## src/design/asr_pkg.sv

```systemverilog
// package: pin timing, cycle counts and state codes of the sram host port
`default_nettype none
package asr_pkg;
  localparam int unsigned CLK_PERIOD_NS = 40;
  localparam int unsigned ADDR_W = 16;
  localparam int unsigned DATA_W = 16;
  // 55 ns grade figures; slower grade needs the larger ones
  localparam int unsigned WRITE_DATA_SETUP_NS = 25;
  localparam int unsigned WRITE_ADDRESS_SETUP_NS = 45;
  localparam int unsigned LANE_SELECT_TO_WRITE_END_NS = 45;
  localparam int unsigned ADDRESS_ACCESS_TIME_NS = 55;
  localparam int unsigned DRIVE_ENABLE_ACCESS_TIME_NS = 25;
  localparam int unsigned DESELECT_TO_STANDBY_NS = 55;
  localparam int unsigned OUTPUT_RELEASE_NS = 25;
  function automatic int unsigned ns_to_cyc_up(input int unsigned ns);
    int unsigned c;
    c = (ns + CLK_PERIOD_NS - 1) / CLK_PERIOD_NS;
    return (c < 1) ? 1 : c;
  endfunction
  localparam int unsigned WRITE_PULSE_CYC = ns_to_cyc_up(
    (WRITE_ADDRESS_SETUP_NS > LANE_SELECT_TO_WRITE_END_NS) ?
    WRITE_ADDRESS_SETUP_NS : LANE_SELECT_TO_WRITE_END_NS);
  localparam int unsigned READ_WAIT_CYC = ns_to_cyc_up(
    (ADDRESS_ACCESS_TIME_NS > DRIVE_ENABLE_ACCESS_TIME_NS) ?
    ADDRESS_ACCESS_TIME_NS : DRIVE_ENABLE_ACCESS_TIME_NS);
  localparam int unsigned RELEASE_CYC = ns_to_cyc_up(OUTPUT_RELEASE_NS);
  localparam int unsigned CNT_W = 4;
  typedef enum logic [2:0] {
    ST_IDLE  = 3'b000,
    ST_WSET  = 3'b001,
    ST_WPULSE = 3'b010,
    ST_WEND  = 3'b011,
    ST_RWAIT = 3'b100,
    ST_RREL  = 3'b101
  } asr_state_e;
endpackage
`default_nettype wire

```

## src/design/asr_cmd_if.sv

```systemverilog
// interface: user request and answer between host front end and sequencer
`default_nettype none
interface asr_cmd_if;
  logic req;
  logic we;
  logic [15:0] addr;
  logic [15:0] wdata;
  logic [1:0] lanes;
  logic busy;
  logic done;
  logic [15:0] rdata;
  modport front (output req, we, addr, wdata, lanes,
                 input busy, done, rdata);
  modport seq (input req, we, addr, wdata, lanes,
               output busy, done, rdata);
endinterface
`default_nettype wire

```

## src/design/asr_front.sv

```systemverilog
// small module: registers a user request and holds it for the sequencer
`default_nettype none
module asr_front (
  // clock and reset
  input wire logic core_clk_i,
  input wire logic reset_i,
  // user side
  input wire logic start_i,
  input wire logic write_i,
  input wire logic [15:0] addr_i,
  input wire logic [15:0] wdata_i,
  input wire logic [1:0] lanes_i,
  // to sequencer
  asr_cmd_if.front cmd
);
  typedef struct packed {
    logic req;
    logic we;
    logic [15:0] addr;
    logic [15:0] wdata;
    logic [1:0] lanes;
  } asr_front_s;
  asr_front_s s_q, s_d;
  always_comb begin
    s_d = s_q;
    s_d.req = 1'b0;
    // lanes == 0 is a no-op: nothing would be moved on the pins
    if (start_i && !cmd.busy && !s_q.req && lanes_i != 2'h0) begin
      s_d.req = 1'b1;
      s_d.we = write_i;
      s_d.addr = addr_i;
      s_d.wdata = wdata_i;
      s_d.lanes = lanes_i;
    end
  end
  always_ff @(posedge core_clk_i or posedge reset_i) begin
    if (reset_i) begin
      s_q <= '0;
    end else begin
      s_q <= s_d;
    end
  end
  assign cmd.req = s_q.req;
  assign cmd.we = s_q.we;
  assign cmd.addr = s_q.addr;
  assign cmd.wdata = s_q.wdata;
  assign cmd.lanes = s_q.lanes;
endmodule
`default_nettype wire

```

## src/design/asr_host.sv

```systemverilog
// host controller driving an asynchronous 64k x 16 static memory
`default_nettype none
module asr_host
  import asr_pkg::*;
(
  // clock and reset
  input wire logic core_clk_i,
  input wire logic reset_i,
  // user request
  input wire logic start_i,
  input wire logic write_i,
  input wire logic [15:0] addr_i,
  input wire logic [15:0] wdata_i,
  input wire logic [1:0] lanes_i,
  // user answer
  output logic busy_o,
  output logic done_o,
  output logic [15:0] rdata_o,
  // memory pins
  output logic [15:0] mem_addr_o,
  output logic chip_select_n_o,
  output logic read_drive_n_o,
  output logic write_strobe_n_o,
  output logic low_lane_select_n_o,
  output logic high_lane_select_n_o,
  input wire logic [15:0] mem_data_i,
  output logic [15:0] mem_data_o,
  output logic [1:0] mem_data_oe_n_o
);
  // front end registers one request, taken only while the sequencer is not busy
  asr_cmd_if cmd ();
  asr_front u_front (
    .core_clk_i(core_clk_i),
    .reset_i(reset_i),
    .start_i(start_i),
    .write_i(write_i),
    .addr_i(addr_i),
    .wdata_i(wdata_i),
    .lanes_i(lanes_i),
    .cmd(cmd)
  );
  ////////////////////////////////////////////////////////////////////////////
  // all state in one register; every output reads straight off it
  typedef struct packed {
    asr_state_e st;
    logic [CNT_W-1:0] cnt;
    logic busy;
    logic done;
    logic [15:0] rdata;
    logic [15:0] addr;
    logic cs_n;
    logic rd_n;
    logic we_n;
    logic lo_n;
    logic hi_n;
    logic [15:0] dout;
    logic [1:0] oe_n;
    logic [1:0] lanes;
  } asr_host_s;
  asr_host_s s_q, s_d;
  // explicit cut to the counter width; all counts fit in CNT_W bits
  function automatic logic [CNT_W-1:0] cyc(input int unsigned n);
    return CNT_W'(n);
  endfunction
  // merge only the lanes that were selected into the read result
  function automatic logic [15:0] merge_lanes(input logic [15:0] old_v,
                                              input logic [15:0] pin_v,
                                              input logic [1:0] ln);
    logic [15:0] r;
    r = old_v;
    if (ln[0]) r[7:0] = pin_v[7:0];
    if (ln[1]) r[15:8] = pin_v[15:8];
    return r;
  endfunction
  ////////////////////////////////////////////////////////////////////////////
  always_comb begin
    s_d = s_q;
    s_d.done = 1'b0;
    s_d.busy = (s_q.st != ST_IDLE) || cmd.req;
    // counter runs down by itself; states reload it when they wait
    if (s_q.cnt != '0) begin
      s_d.cnt = s_q.cnt - cyc(1);
    end
    // one transfer at a time; idle is the only state that takes work
    unique case (s_q.st)
      ST_IDLE: begin
        // everything high and released between transfers
        s_d.cs_n = 1'b1;
        s_d.rd_n = 1'b1;
        s_d.we_n = 1'b1;
        s_d.lo_n = 1'b1;
        s_d.hi_n = 1'b1;
        s_d.oe_n = 2'h3;
        if (cmd.req) begin
          // address goes out with the select in the same edge
          s_d.addr = cmd.addr;
          s_d.lanes = cmd.lanes;
          s_d.cs_n = 1'b0;
          s_d.lo_n = !cmd.lanes[0];
          s_d.hi_n = !cmd.lanes[1];
          if (cmd.we) begin
            // read drive stays high, so the memory never drives here
            s_d.dout = cmd.wdata;
            s_d.oe_n = ~cmd.lanes;
            s_d.st = ST_WSET;
          end else begin
            // selects and read drive fall together; data sampled later
            s_d.rd_n = 1'b0;
            s_d.cnt = cyc(READ_WAIT_CYC);
            s_d.st = ST_RWAIT;
          end
        end
      end
      ST_WSET: begin
        // strobe falls one cycle after address: zero setup met
        s_d.we_n = 1'b0;
        s_d.cnt = cyc(WRITE_PULSE_CYC);
        s_d.st = ST_WPULSE;
      end
      ST_WPULSE: begin
        if (s_q.cnt == cyc(1)) begin
          // strobe alone ends the write; selects and data stay a cycle
          s_d.we_n = 1'b1;
          s_d.st = ST_WEND;
        end
      end
      ST_WEND: begin
        // release after the ending edge gives hold time on data/address
        s_d.cs_n = 1'b1;
        s_d.lo_n = 1'b1;
        s_d.hi_n = 1'b1;
        s_d.oe_n = 2'h3;
        s_d.done = 1'b1;
        s_d.st = ST_IDLE;
      end
      ST_RWAIT: begin
        if (s_q.cnt == cyc(1)) begin
          // sampled after the longer of both access times
          s_d.rdata = merge_lanes(s_q.rdata, mem_data_i, s_q.lanes);
          s_d.rd_n = 1'b1;
          s_d.cs_n = 1'b1;
          s_d.lo_n = 1'b1;
          s_d.hi_n = 1'b1;
          s_d.cnt = cyc(RELEASE_CYC);
          s_d.st = ST_RREL;
        end
      end
      ST_RREL: begin
        // memory needs time to release before the next write may drive
        if (s_q.cnt == cyc(1)) begin
          s_d.done = 1'b1;
          s_d.st = ST_IDLE;
        end
      end
      default: begin
        // only reachable after an upset of the state bits
        s_d.st = ST_IDLE;
      end
    endcase
  end
  // reset parks every strobe and select high, address and data at zero, both data lanes released
  always_ff @(posedge core_clk_i or posedge reset_i) begin
    if (reset_i) begin
      s_q <= '{
        st: ST_IDLE,
        cnt: '0,
        busy: 1'b0,
        done: 1'b0,
        rdata: 16'h0000,
        addr: 16'h0000,
        cs_n: 1'b1,
        rd_n: 1'b1,
        we_n: 1'b1,
        lo_n: 1'b1,
        hi_n: 1'b1,
        dout: 16'h0000,
        oe_n: 2'h3,
        lanes: 2'h0
      };
    end else begin
      s_q <= s_d;
    end
  end
  ////////////////////////////////////////////////////////////////////////////
  // back to the front end
  assign cmd.busy = s_q.busy;
  assign cmd.done = s_q.done;
  assign cmd.rdata = s_q.rdata;
  // user answer
  assign busy_o = s_q.busy;
  assign done_o = s_q.done;
  assign rdata_o = s_q.rdata;
  // memory pins
  assign mem_addr_o = s_q.addr;
  assign chip_select_n_o = s_q.cs_n;
  assign read_drive_n_o = s_q.rd_n;
  assign write_strobe_n_o = s_q.we_n;
  assign low_lane_select_n_o = s_q.lo_n;
  assign high_lane_select_n_o = s_q.hi_n;
  assign mem_data_o = s_q.dout;
  assign mem_data_oe_n_o = s_q.oe_n;
endmodule
`default_nettype wire

```

## config.mk

```make
export PLATFORM = sky130hd
export DESIGN_NAME = asr_host
export DESIGN_NICKNAME = d
export VERILOG_FILES = /design/src/design/asr_pkg.sv /design/src/design/asr_cmd_if.sv /design/src/design/asr_front.sv /design/src/design/asr_host.sv
export SDC_FILE = /design/constraint.sdc
export NUM_CORES = 1
export LEC_CHECK = 0
export BUFFER_PORTS_ARGS = -buffer_cell sky130_fd_sc_hd__clkbuf_2
export CAP_MARGIN = 10
export CORE_ASPECT_RATIO = 1.5
export CORE_UTILIZATION = 51
export CTS_CLUSTER_DIAMETER = 60
export CTS_CLUSTER_SIZE = 10
export DETAILED_ROUTE_END_ITERATION = 10
export PLACE_DENSITY = 0.74
export SLEW_MARGIN = 20
export SYNTH_ARGS = -nofsm -noshare
export SYNTH_HDL_FRONTEND = slang
export SYNTH_SLANG_ARGS = --single-unit
```

## constraint.sdc

```tcl
create_clock -name core_clk_i -period 4.25 [get_ports core_clk_i]
set_clock_uncertainty 0.1 [all_clocks]
set_input_delay 0.425 -clock core_clk_i [delete_from_list [all_inputs] [get_ports core_clk_i]]
set_output_delay 0.425 -clock core_clk_i [all_outputs]
set_load 0.005 [all_outputs]
```

==> Word level (Yosys, flattened, before mapping) <==
Cells that the tools add are included.
W data, S select, Z words.
{ "op_classes": {"bitwise": 1, "eq_ne": 10, "n_addsub": 1, "n_mux": 23, "reduce_logical": 24} }
{ "ops": {"columns": ["op", "count"], "rows": [
  ["$mux W36", 1],
  ["$mux W22", 1],
  ["$mux W18", 1],
  ["$pmux W3 S5", 1],
  ["$mux W7", 2],
  ["$pmux W4 S3", 1],
  ["$mux W3", 3],
  ["$reduce_and A3 Y1", 3],
  ["$reduce_bool A3 Y1", 3],
  ["$mux W4", 2],
  ["$reduce_and A2 Y1", 4],
  ["$eq A3 B2 Y1 const B", 2],
  ["$eq A3 B3 Y1 const B", 2],
  ["$ne A2 B2 Y1 const B", 3],
  ["$pmux W1 S3", 2],
  ["$pmux W2 S3", 1],
  ["$reduce_bool A2 Y1", 3],
  ["$eq A4 B1 Y1 const B", 1],
  ["$logic_not A1 Y1", 4],
  ["$mux W2", 2],
  ["$pmux W1 S2", 2],
  ["$pmux W2 S2", 1],
  ["$reduce_and A4 Y1", 1],
  ["$reduce_bool A4 Y1", 1],
  ["8 further kinds", 12]
]} }
{ "totals": {"elab_cells": 79, "register_bits": 102, "in_bits": 54, "output_inout_bits": 57} }

==> Depth between registers and ports, before layout <==
{ "logic_depth": {"word_depth": 5, "depth_mapped": 6, "depth_no_buf": 5} }

==> Modules after synthesis <==
A second synthesis with hierarchy kept.
{ "hier_totals": {"cells_unflattened": 315, "hier_area_um2": 4655.7} }
{ "by_module_without_submodules": {"columns": ["module", "seq_area_each_um2", "area_per_inst_um2", "n_inst", "cells_each"], "rows": [
  ["asr_host", 1660.3, 3158.0, 1, 237],
  ["asr_front", 900.9, 1497.7, 1, 78]
]} }

==> Worst setup path after synthesis <==
No wires, ideal clock.
{ "synth_path": {"kind": "reg2reg", "startpoint": "register s_q[60] (netlist name)", "endpoint": "register s_q, in the netlist rdata_o[0]", "t_required_ns": 4.025, "period_less_slack_ns": 1.664, "path_stages_with_launch": 6, "t_arrival_ns": 1.439, "slack_ns": 2.586, "setup_time_ns": 0.125, "n_path_buf": 0, "path_cell_list": "dfrtp_1 > inv_1 > ha_1 > nor3b_4 > nand3_2 > mux2_2"} }
{ "synth_via": {"elab_chain_cells": 2} }
{ "synth_rtl": {"columns": ["element", "line_no", "text"], "rows": [
  ["start, declared", "asr_host.sv:60", "asr_host_s s_q, s_d;"],
  ["start signal, assigned", "asr_host.sv:164", "s_q <= '{"],
  ["$eq A4 B1 Y1", "asr_host.sv:137", "if (s_q.cnt == cyc(1)) begin"],
  ["$reduce_and A3 Y1 (no source line)", null, null]
]} }
Every way passes these cells.
A chain may end at the register's enable or synchronous reset.

==> Worst setup path after layout <==
{ "layout_path": {"startpoint": "register s_q[65] (netlist name)", "endpoint": "register s_q, in the netlist mem_data_o[7]"} }
{ "layout_via": {"elab_chain_cells": 2} }
{ "layout_rtl": {"columns": ["element", "line_no", "text"], "rows": [
  ["$logic_not A3 Y1", "asr_host.sv:85", "unique case (s_q.st)"],
  ["$reduce_and A3 Y1 (no source line)", null, null]
]} }
Every way passes these cells.

==> metrics.md <==
| Metric | Value |
|---|---|
| Met3 Use GR | `3.72%` |
| LEAKAGE | `2.36 nW` |
| DRC | `0` |
| Drt pass-1 iters | `4` |
| Antenna viol nets, final | `0` |
| CTS tree | `done` |
| Fin. max-slew vios | `0` |
| TritonCTS buffer count | `9` |
| Sink Count | `102` |
| Post-synth net total | `370` |
| Fin crit period | `2.38 ns` |
| Clock Path Buffers | `2` |
| DRT Wirelength | `7250 µm` |
| Crit. End Element | `flip-flop` |
| Tot Pwr | `3.76 mW` |
| Final Cycle Share | `56.0%` |
| Setup TNS | `0 ns` |
| Final WS setup | `1.87 ns` |
| Yosys cell types | `40` |
| Fill count | `713` |
| Max cap viols | `0` |
| First-pass GRT wire length | `11600 µm` |
| Clock slew at reported path FFs | `0.06 ns` |
| Ant. Diodes | `0` |
| Async set-reset flop share out of synthesis | `100%` |
| Initial Util | `53.2%` |
| Ys flop type | `dfrtp_1` |
| Synth Cell Area | `4500 µm²` |
| Grt peak-use layer | `met2` |
| Startpoint type of the worst setup path | `flip-flop` |
| Syn avg cell area | `14.4 µm²` |
| Die ar. | `9210 µm²` |
| Post-synth EDFFs | `0` |
| Synth warnings | `0` |
| Layout cells sized above 1 | `59.3%` |
| Max-Slew Margin vs Limit | `27.7%` |
| Kind of critical path | `reg -> reg` |
| Tightest Pin Transition | `1.08 ns` |
| Largest net degree at the start of global routing | `78` |
| CTS Hold Buffers Added | `0` |
| Root buffer cell | `clkbuf_16` |
| Synth Register Bits | `102` |
| Status | `finished clean` |
| Ports | `111` |
| Reg-to-reg slack, setup | `1.87 ns` |
| DR vias | `2472` |
| Post-CTS setup buffers | `0` |
| Worst vdd ir | `0.481 mV` |
| Area delta synth->final | `11.7%` |
| Post-cts resize count | `0` |
| Synthesized instance count | `313` |
| Critical Path RT | `4.37 ns` |
| RSZ-0062 raised after global routing | `false` |
| Die span in y | `117 µm` |
| Tot GR Track Use | `16.7%` |
| Setup slack at placement | `1.88 ns` |
| DP Cell Count | `472` |
| Met1 usage | `20.3%` |
| Hold crit path type | `in -> async` |
| Placer Congestion | `0.812` |
| Buffers added on ports | `110` |
| GRT Residual Overflow | `0` |
| Nets@finish | `433` |
| Core area | `8460 µm²` |
| Finished Layout Cells | `488` |
| Clk_lat worst skew | `0.33 ns` |
| PwrDens | `747 nW/µm²` |
| Critical Path AT | `2.50 ns` |
| Routed wire length per instance | `14.8 µm` |
| Final HPWL DP | `5200 µm` |
| H-tree Lvls | `3` |
| DR vias/cell | `5.07` |
| Final hold violations | `0` |
| Vias in the first global route | `2367` |
| Seq/Total Area, Yosys | `56.9%` |
| M2 GR Usage | `28.5%` |
| Initial antenna violation count | `0` |
| Fmax | `0.420 GHz` |
| First-iteration detailed-routing DRC count | `106` |
| Row cnt | `41` |
| Final setup fails | `0` |
| Critical-path maximum fanout | `18` |
| Die width | `78.7 µm` |
[stage by stage]
step,hold WS (ns),utilization (%),instance area [µm²]
2_1_floorplan,0.310,-,4500
4_1_cts,0.188,59.4,5030
3_3_place_gp,0.352,55.9,4730
6_report,0.166,59.4,5030
5_1_grt,0.201,59.4,5030
3_5_place_dp,0.351,55.9,4730
[worst paths after layout]
check,startpoint,end,cells after the start
max,s_q[65],mem_data_o[7],3
min,reset_i,mem_addr_o[14],2
max reg2reg,s_q[65],mem_data_o[7],3
min reg2reg,u_front.cmd.lanes[1],mem_data_oe_n_o[1],1
max in group asynchronous,reset_i,u_front.cmd.addr[12],3
min in group core_clk_i,wdata_i[10],u_front.cmd.wdata[10],2
[cells by family after synthesis]
logic type,Yosys count,share of synthesized area (%)
buffers and inverters,66,11.2
XOR/XNOR,3,0.584
AND/OR/NAND/NOR,31,4.76
multiplexers,87,22.4
AO/OA/AOI/OAI,21,3.34
adder cells (fa/ha/maj),3,0.834
flip-flops,102,56.9
[where the power goes]
| part | internal [mW] | switching [mW] | leakage (nW) |
|---|---|---|---|
| Combinational | 0.736 | 0.458 | 1.00 |
| Sequential | 1.46 | 0.299 | 1.22 |
| Clock | 0.473 | 0.329 | 0.144 |
[metal layers]
| layer | vias up | part of all wire (%) |
|---|---|---|
| met3 | 9 | 4.7 |
| li1 | 1155 | - |
| met4 | 0 | 1.8 |
| met1 | 1238 | 42 |
| met5 | - | 0 |
| met2 | 70 | 52 |
[cells in the final DEF, fill, tap and decap left out, types with 2 or more instances in the layout]
cell type    n
clkbuf_2   110
dfrtp_1     95
mux2_2      77
clkbuf_16    9
mux2_4       8
dfstp_2      7
nor2_1       6
a2bb2oi_1    6
o21ai_0      5
inv_1        4
nand2b_1     4
and3_1       3
a21oi_1      3
ha_1         3
clkbuf_1     3
buf_4        3
nand3_2      2
and2_1       2
nand2_1      2
nor2b_1      2
o21a_1       2
nor3_1       2
xnor2_1      2
[area by class of cell]
class,instances,area (µm²),area share (%)
tap,107,134,2.66
clock buffer,13,250,4.98
sequential,102,2560,51.0
inverter,5,21.3,0.423
multi-input combinational,145,1440,28.7
timing repair buffer,113,573,11.4
clock inverter,3,43.8,0.871
[sequential cells by signal, summed over array words and instances, names as in the netlist, 2 cells and up]
register,count
mem_addr_o,16
mem_data_o,16
mem_data_oe_n_o,2
rdata_o,16
s_q,9
u_front.cmd.addr,16
u_front.cmd.lanes,2
u_front.cmd.wdata,16
[cell usage after synthesis (3+ instances only)]
master,instances,share of area (%)
a21oi_1,3,0.33
a2bb2oi_1,6,1.2
and3_1,3,0.42
buf_4,53,8.8
buf_6,5,1.3
dfrtp_1,95,53
dfstp_2,7,4.1
ha_1,3,0.83
inv_1,5,0.42
mux2_2,77,19
mux2_4,8,2.7
nand2b_1,4,0.56
nor2_1,6,0.50
o21ai_0,5,0.56
[critical path, cell delays in order, from the launching register on]
cell	delay [ns]
dfrtp_1	0.53
nor3_4	0.30
and3_1	0.91
mux2_2	0.42
(Power assumes the default switching activity.)
